**config.mk**
```make
export PLATFORM = sky130hd
export DESIGN_NAME = fap_top
export DESIGN_NICKNAME = d
export VERILOG_FILES = /design/src/logic/fap_pkg.sv /design/src/logic/fap_channel.sv /design/src/logic/fap_top.sv
export SDC_FILE = /design/constraint.sdc
export NUM_CORES = 1
export LEC_CHECK = 0
export BUFFER_PORTS_ARGS = -buffer_cell sky130_fd_sc_hd__buf_2
export CELL_PAD_IN_SITES_DETAIL_PLACEMENT = 1
export CELL_PAD_IN_SITES_GLOBAL_PLACEMENT = 1
export CORE_UTILIZATION = 25
export DETAILED_ROUTE_END_ITERATION = 16
export PLACE_DENSITY_LB_ADDON = 0.1
export RECOVER_POWER = 100
export SETUP_SLACK_MARGIN = 0.3
export SYNTH_ARGS = -nofsm -noshare
export SYNTH_HDL_FRONTEND = slang
export SYNTH_SLANG_ARGS = --single-unit
```
**constraint.sdc**
```tcl
create_clock -name ref_clk -period 3.2 [get_ports ref_clk]
set_input_delay 0.32 -clock ref_clk [delete_from_list [all_inputs] [get_ports ref_clk]]
set_output_delay 0.32 -clock ref_clk [all_outputs]
set_load 0.005 [all_outputs]
```
**src/logic/fap_pkg.sv**
```systemverilog
package fap_pkg;

	////////////////////////////////////////////////////////////////////////
	// Register byte addresses on the Wishbone slave
	localparam logic [3:0] FAP_ADDR_CTRL1 = 4'h0;
	localparam logic [3:0] FAP_ADDR_CTRL2 = 4'h4;
	localparam logic [3:0] FAP_ADDR_REQ = 4'h8;
	localparam logic [3:0] FAP_ADDR_STAT = 4'hC;

	////////////////////////////////////////////////////////////////////////
	// Field positions
	localparam int FAP_R1_CODE_LSB = 0;
	localparam int FAP_LOC_CODE_LSB = 3;
	localparam int FAP_R2_CODE_LO_LSB = 6;
	localparam int FAP_R2_CODE_MSB_BIT = 0;
	localparam int FAP_R1_EN_BIT = 5;
	localparam int FAP_LOC_EN_BIT = 6;
	localparam int FAP_R2_EN_BIT = 7;

	////////////////////////////////////////////////////////////////////////
	// Reset values
	localparam logic [7:0] FAP_CTRL1_RST = 8'h00;
	localparam logic [7:0] FAP_CTRL2_RST = 8'h00;

	////////////////////////////////////////////////////////////////////////
	// Timing: base waits in monitoring cycles for code 000
	localparam int FAP_CNT_W = 11;
	localparam logic [10:0] FAP_DEC_BASE = 11'h004;
	localparam logic [10:0] FAP_INC_BASE = 11'h008;
	localparam logic [3:0] FAP_NUM_CH = 4'h3;

	typedef enum logic [2:0] {
		FAP_IDLE = 3'b001,
		FAP_ACK = 3'b010,
		FAP_DONE = 3'b100
	} fap_bus_st_t;

endpackage : fap_pkg

```
**src/logic/fap_channel.sv**
```systemverilog
`timescale 1ns/10ps
module fap_channel (
	// Clock and reset
	input wire logic ref_clk,
	input wire logic rst_n,
	// Monitoring tick and setup
	input wire logic mon_tick,
	input wire logic enable,
	input wire logic [2:0] code,
	// Adjustment requests and grants
	input wire logic dec_req,
	input wire logic inc_req,
	output logic dec_ok,
	output logic inc_ok,
	output logic [fap_pkg::FAP_CNT_W-1:0] elapsed
);
	import fap_pkg::*;

	logic [FAP_CNT_W-1:0] cnt_ff;
	logic [FAP_CNT_W-1:0] dec_wait;
	logic [FAP_CNT_W-1:0] inc_wait;

	assign dec_wait = FAP_DEC_BASE << code;
	assign inc_wait = FAP_INC_BASE << code;

	assign dec_ok = enable && (cnt_ff >= dec_wait);
	assign inc_ok = enable && (cnt_ff >= inc_wait);
	assign elapsed = cnt_ff;

	////////////////////////////////////////////////////////////////////////
	// Cycle counter restart
	always_ff @(posedge ref_clk or negedge rst_n) begin
		if (!rst_n) begin
			cnt_ff <= '0;
		end else if (!enable) begin
			cnt_ff <= '0;
		end else if ((dec_req && dec_ok) || (inc_req && inc_ok)) begin
			cnt_ff <= '0;
		end else if (mon_tick && (cnt_ff != {FAP_CNT_W{1'b1}})) begin
			cnt_ff <= cnt_ff + 1'b1;
		end
	end

endmodule : fap_channel

```
**src/logic/fap_top.sv**
```systemverilog
`timescale 1ns/10ps
// Contract
// - Bits 2:0 of the control register hold the remote-one wait code.
// - Codes 0 to 7 give decrease waits of 4 doubling up to 512 cycles.
// - Increase waits are twice the decrease wait, 8 up to 1024 cycles.
// - Bits 5:3 hold the local wait code with the same encoding.
// - Pacing applies only to channels whose dynamic enable bit is set.
// - Remote-two code is bit 0 of control one plus bits 7:6 here.
module fap_top (
	// Clock and reset
	input wire logic ref_clk,
	input wire logic rst_n,
	// Wishbone slave
	input wire logic wb_cyc_i,
	input wire logic wb_stb_i,
	input wire logic wb_we_i,
	input wire logic [3:0] wb_adr_i,
	input wire logic [3:0] wb_sel_i,
	input wire logic [31:0] wb_dat_i,
	output logic [31:0] wb_dat_o,
	output logic wb_ack_o,
	// Monitoring tick
	input wire logic mon_tick,
	// Adjustment requests per channel: bit0 remote one, bit1 local, bit2 two
	input wire logic [2:0] dec_req,
	input wire logic [2:0] inc_req,
	// Grants, one-cycle pulses
	output logic [2:0] dec_grant,
	output logic [2:0] inc_grant
);
	import fap_pkg::*;

	fap_bus_st_t st_ff;
	fap_bus_st_t nxt_st;
	logic [7:0] ctrl1_ff;
	logic [7:0] ctrl2_ff;
	logic [31:0] rdat_ff;
	logic [31:0] nxt_rdat;
	logic ack_ff;
	logic [2:0] dec_grant_ff;
	logic [2:0] inc_grant_ff;
	logic [2:0] dec_ok;
	logic [2:0] inc_ok;
	logic [2:0] ch_en;
	logic [2:0] ch_code [3];
	logic [FAP_CNT_W-1:0] ch_elapsed [3];
	logic req_take;
	logic [2:0] dec_eff;
	logic [2:0] inc_eff;
	logic sel_ctrl1;
	logic sel_ctrl2;
	logic wr_take;

	////////////////////////////////////////////////////////////////////////
	// Address compare
	function automatic logic hit(input logic [3:0] a, input logic [3:0] b);
		hit = (a == b);
	endfunction : hit

	// Grant-ready flags packed into the request status word
	function automatic logic [31:0] pack_ok(input logic [2:0] d,
		input logic [2:0] u);
		pack_ok = {24'h000000, 2'h0, u, d};
	endfunction : pack_ok

	// Elapsed counts packed into the count status word
	function automatic logic [31:0] pack_count(
		input logic [FAP_CNT_W-1:0] r1,
		input logic [FAP_CNT_W-1:0] loc,
		input logic [FAP_CNT_W-1:0] r2);
		pack_count = {loc[9:0], r1, r2};
	endfunction : pack_count

	////////////////////////////////////////////////////////////////////////
	// Channel setup from control registers
	// Remote one code
	assign ch_code[0] = ctrl2_ff[FAP_R1_CODE_LSB +: 3];
	assign ch_code[1] = ctrl2_ff[FAP_LOC_CODE_LSB +: 3];
	assign ch_code[2] = {ctrl1_ff[FAP_R2_CODE_MSB_BIT],
		ctrl2_ff[FAP_R2_CODE_LO_LSB +: 2]};
	assign ch_en = {ctrl1_ff[FAP_R2_EN_BIT], ctrl1_ff[FAP_LOC_EN_BIT],
		ctrl1_ff[FAP_R1_EN_BIT]};

	// Decrease takes priority when both directions ask at once
	assign dec_eff = dec_req;
	assign inc_eff = inc_req & ~dec_req;

	////////////////////////////////////////////////////////////////////////
	// Remote one pacing channel
	fap_channel u_fap_channel_r1 (
		.ref_clk(ref_clk),
		.rst_n(rst_n),
		.mon_tick(mon_tick),
		.enable(ch_en[0]),
		.code(ch_code[0]),
		.dec_req(dec_eff[0]),
		.inc_req(inc_eff[0]),
		.dec_ok(dec_ok[0]),
		.inc_ok(inc_ok[0]),
		.elapsed(ch_elapsed[0])
	);

	////////////////////////////////////////////////////////////////////////
	// Local pacing channel
	fap_channel u_fap_channel_loc (
		.ref_clk(ref_clk),
		.rst_n(rst_n),
		.mon_tick(mon_tick),
		.enable(ch_en[1]),
		.code(ch_code[1]),
		.dec_req(dec_eff[1]),
		.inc_req(inc_eff[1]),
		.dec_ok(dec_ok[1]),
		.inc_ok(inc_ok[1]),
		.elapsed(ch_elapsed[1])
	);

	////////////////////////////////////////////////////////////////////////
	// Remote two pacing channel
	fap_channel u_fap_channel_r2 (
		.ref_clk(ref_clk),
		.rst_n(rst_n),
		.mon_tick(mon_tick),
		.enable(ch_en[2]),
		.code(ch_code[2]),
		.dec_req(dec_eff[2]),
		.inc_req(inc_eff[2]),
		.dec_ok(dec_ok[2]),
		.inc_ok(inc_ok[2]),
		.elapsed(ch_elapsed[2])
	);

	////////////////////////////////////////////////////////////////////////
	// Decrease and increase grant pulses
	always_ff @(posedge ref_clk or negedge rst_n) begin
		if (!rst_n) begin
			dec_grant_ff <= '0;
		end else begin
			dec_grant_ff <= dec_eff & dec_ok;
		end
	end

	always_ff @(posedge ref_clk or negedge rst_n) begin
		if (!rst_n) begin
			inc_grant_ff <= '0;
		end else begin
			inc_grant_ff <= inc_eff & inc_ok;
		end
	end

	assign dec_grant = dec_grant_ff;
	assign inc_grant = inc_grant_ff;

	////////////////////////////////////////////////////////////////////////
	// Wishbone handshake: ack one cycle after request, then drop
	assign req_take = wb_cyc_i && wb_stb_i;

	always_comb begin
		nxt_st = st_ff;
		case (st_ff)
			FAP_IDLE: begin
				if (req_take) begin
					nxt_st = FAP_ACK;
				end
			end
			FAP_ACK: begin
				nxt_st = FAP_DONE;
			end
			FAP_DONE: begin
				if (!req_take) begin
					nxt_st = FAP_IDLE;
				end
			end
			default: begin
				nxt_st = FAP_IDLE;
			end
		endcase
	end

	always_ff @(posedge ref_clk or negedge rst_n) begin
		if (!rst_n) begin
			st_ff <= FAP_IDLE;
		end else begin
			st_ff <= nxt_st;
		end
	end

	always_ff @(posedge ref_clk or negedge rst_n) begin
		if (!rst_n) begin
			ack_ff <= 1'b0;
		end else begin
			ack_ff <= (st_ff == FAP_IDLE) && req_take;
		end
	end

	assign wb_ack_o = ack_ff;

	////////////////////////////////////////////////////////////////////////
	// Register writes take effect on the edge that samples ack
	assign sel_ctrl1 = hit(wb_adr_i, FAP_ADDR_CTRL1);
	assign sel_ctrl2 = hit(wb_adr_i, FAP_ADDR_CTRL2);
	assign wr_take = ack_ff && req_take && wb_we_i && wb_sel_i[0];

	// Control one: enables and remote-two code MSB
	always_ff @(posedge ref_clk or negedge rst_n) begin
		if (!rst_n) begin
			ctrl1_ff <= FAP_CTRL1_RST;
		end else if (wr_take && sel_ctrl1) begin
			// Bit 1 reserved, reads zero
			ctrl1_ff <= wb_dat_i[7:0] & 8'hFD;
		end
	end

	always_ff @(posedge ref_clk or negedge rst_n) begin
		if (!rst_n) begin
			ctrl2_ff <= FAP_CTRL2_RST;
		end else if (wr_take && sel_ctrl2) begin
			ctrl2_ff <= wb_dat_i[7:0];
		end
	end

	////////////////////////////////////////////////////////////////////////
	// Read mux
	always_comb begin
		nxt_rdat = 32'h00000000;
		case (wb_adr_i)
			FAP_ADDR_CTRL1: begin
				nxt_rdat = {24'h000000, ctrl1_ff};
			end
			FAP_ADDR_CTRL2: begin
				nxt_rdat = {24'h000000, ctrl2_ff};
			end
			FAP_ADDR_REQ: begin
				nxt_rdat = pack_ok(dec_ok, inc_ok);
			end
			FAP_ADDR_STAT: begin
				nxt_rdat = pack_count(ch_elapsed[0], ch_elapsed[1],
					ch_elapsed[2]);
			end
			default: begin
				nxt_rdat = 32'h00000000;
			end
		endcase
	end

	always_ff @(posedge ref_clk or negedge rst_n) begin
		if (!rst_n) begin
			rdat_ff <= 32'h00000000;
		end else if ((st_ff == FAP_IDLE) && req_take) begin
			rdat_ff <= nxt_rdat;
		end
	end

	assign wb_dat_o = rdat_ff;

endmodule : fap_top

```
==> results.md <==
* CTS tree: built
* Post-Place Setup Slack at 406 ps
* Worst Hold End: inc_grant[0]
* Slowest stage delay, CP at 550 ps
* Synthesized area per cell at just under 10 um^2
* Inserted Diodes at 0
* Pwr dens at 487 nW/um^2
* Final nets at 698
* R2R setup slack at 420 ps
* Worst path slowest cell: o211ai_2
* Post-synth EDFFs at 0
* Startpoint Class: flip-flop
* Layout cell share with drive strength beyond 1 at 16.8%
* Wire per inst at 17.5 um
* Htree depth at 3
* Synth Flop Type: dfrtp_1
* Failing checks: max-capacitance violations, max-slew violations
* Final-report max-slew violation count at 78
* ANT nets after route at 0
* Worst Setup Path Type: reg2reg
* Num rows at 53
* Grt total ovfl at 0
* Worst-Skew Late Latency at between 300 and 400 ps
* Die width at 148 um
* Starting density of the core at 25.5%
* Critical path, cell by cell: or3b_2, ha_1, o2111ai_1, a31o_2, a31o_1, o211ai_2, nor3_1
* Fillers at 2442
* Leak pwr at 0.00289 uW
* Fmax at 0.360 GHz
* Clk sink count at 90
* Post-DP HPWL at 11100 um
* CP required at 3410 ps
* Bufs and invs on worst path at 0
* Clock-pin slew on the worst setup and hold paths at 70 ps
* Sequential area share after synthesis at 42.2%
* Post-synth ARST share at 100%
* Global-route usage over all layers at 14.9%
* Synthesis warning total at 0
* Global-route wire length before repair at ~25000 um
* Initial antenna violation count at 1
* Core area at 21000 um^2
* Total power at roughly 3000 uW
* Hold Path Class: in2reg
* Peak supply drop at 200 uV
* Post-route minimum period at 2780 ps
* Max clock buf depth at 2
* Largest net degree at the start of global routing at just under 80
* Final worst slack at 419 ps
* CTS buffer count at 9
* Synth top area share at about two fifths
* Distinct cell type count after synthesis at roughly 60
* WP data arrival at 2990 ps
* Syn_nets at 644
* WL final at 15300 um
* Worst-path maximum fanout at 11
* RSZ-0062 raised after global routing: no
* Mapped Area at 5340 um^2
* Critical Path Sink Type: flip-flop
* Area grow syn2layout at 16.1%
* Hold depth at 2
* Via/cell ratio at 4.93
* #FFs+latches synth at 90
* RR Endpoint: u_fap_channel_r2.elapsed[2]
* Most area-consuming cells after synthesis: dfrtp_1 42%, ha_1 13%, nor2_1 4.0%
* Number of detailed-route iterations in the first pass at 4
* Remaining routing DRC violations at 0
* Outcome: finished, violations left
* Final Hold Fails at 0
* Max-Slew Margin vs Limit at -36.5%
* Min-delay src: dec_req[0]
* Worst reg-to-reg path cell count at 7
* Post-synth top cells: 89 x dfrtp_1, 57 x nor2_1, 54 x ha_1
* Clk_skew at slightly below 10 ps
* Die area at 21900 um^2
* Cts hold-fix bufs at 0
* Ports at 91
* Tcrit/Tclk final at 86.9%
* Iteration-0 DRC Markers at 180
* Die height at 148 um
* Clk root buf: clkbuf_16
* Post-CTS Repair Setup Buffers at 0
* Max cap viols at 1
* Vias in the first global route at 4561
* Setup TNS at 0 ps
* Yosys top cell by area: dfrtp_1
* Delay-heaviest family, CP: compound AO/OA/AOI/OAI gates
* Final GP Congestion at 0.786
* Reg-to-reg critical path startpoint: ctrl2_ff[6]
* Most common cell in the netlist: dfrtp_1
* Actual slew at the worst max-slew pin at 2050 ps
* Synth Instances at 538
* Critical Path Stages at 7
* Via Count at 4300
* Port Buffers at 63
* Setup violations, final at 0
[cells by family (layout without fill, tap and decap cells)]
logic type,after synthesis,after routing,share of synthesized area (%)
AOI/OAI and AO/OA,112,112,14.8
adders and majority gates,54,54,12.7
DFF,90,90,42.2
and+or+nand+nor,190,190,18.4
xor gates and xnor gates,21,21,3.45
muxes,23,23,4.62
buffers and inverters,48,107,3.87
[cell type report]
class,count,area (um^2),share of cell area (%)
multi-input combinational,400,2870,46.3
inverter,21,78.8,1.27
sequential,90,2250,36.4
tap,275,344,5.56
clock inverter,5,80.1,1.29
timing repair buffer,70,338,5.46
clock buffer,11,233,3.76
[per-stage QoR]
step                area [um^2]  util (%)  instances  hold WS (ps)
finish                     6190      29.5        872           164
floorplan                  5340         -        538          24.4
global placement           5920      28.3        856           460
global route               6190      29.5        872           161
CTS                        6230      29.8        872           145
detailed placement         5920      28.3        856           468
[layout by cell type (no fill, tap or decap), types with 3 or more instances in the layout]
cell       count
clkbuf_16      9
dfrtp_1       89
nor2_1        57
nand4b_1       4
buf_4          3
nand3b_1      12
nand2_1       39
buf_2         50
mux2_2        13
and3_1         7
nand3_1       24
ha_1          54
or3_1          4
nand4_1        4
mux2i_1       10
xor2_1         6
o21ai_0       20
inv_1         21
o31ai_1        3
o311ai_0       3
nor4_1         5
or3b_2         5
a22o_1        24
a21oi_1       29
xnor2_1       15
clkbuf_1      18
a21o_1         3
a31oi_1        3
a41oi_1        3
a211oi_1       6
nor3_1        14
a22oi_1        4
[layer usage]
layer  wire length, um  vias up  share of wire (%)  global-route usage [%]
met3               485       18                3.2                    3.22
met1              7440     2153                 49                    19.9
li1                  -     2067                  -                       -
met4               245        2                1.6                    4.54
met5                11        -              0.072                       0
met2              7080       60                 46                    24.1
[what timing repair did]
item	4_1_cts	5_1_grt
setup endpoints to repair	0	10
endpoints found under the hold margin	0	0
resized for setup	0	1
[state kept, by name, summed over array words and instances, names as in the netlist]
signal	cells
dec_grant	3
u_fap_channel_loc.elapsed	11
ctrl1_ff	7
wb_ack_o	1
u_fap_channel_r2.elapsed	11
st_ff	3
u_fap_channel_r1.elapsed	11
ctrl2_ff	8
inc_grant	3
wb_dat_o	32
[how the worst max path moves through the flow]
stage                            from                           end  slack, ps
final                     ctrl2_ff[6]   u_fap_channel_r2.elapsed[2]        420
after global routing      ctrl2_ff[6]   u_fap_channel_r2.elapsed[9]        250
after CTS                 ctrl1_ff[0]   u_fap_channel_r2.elapsed[4]        390
after detailed placement  ctrl1_ff[0]   u_fap_channel_r2.elapsed[4]        410
after global placement    ctrl1_ff[0]  u_fap_channel_r2.elapsed[10]        480
after floorplan           ctrl2_ff[3]  u_fap_channel_loc.elapsed[0]        780
[power by group]
part           total (uW)  switching [uW]  internal [uW]
Combinational         528             316            211
Sequential           1340             118           1220
Clock                1150             465            684
(Power assumes the default switching activity.)
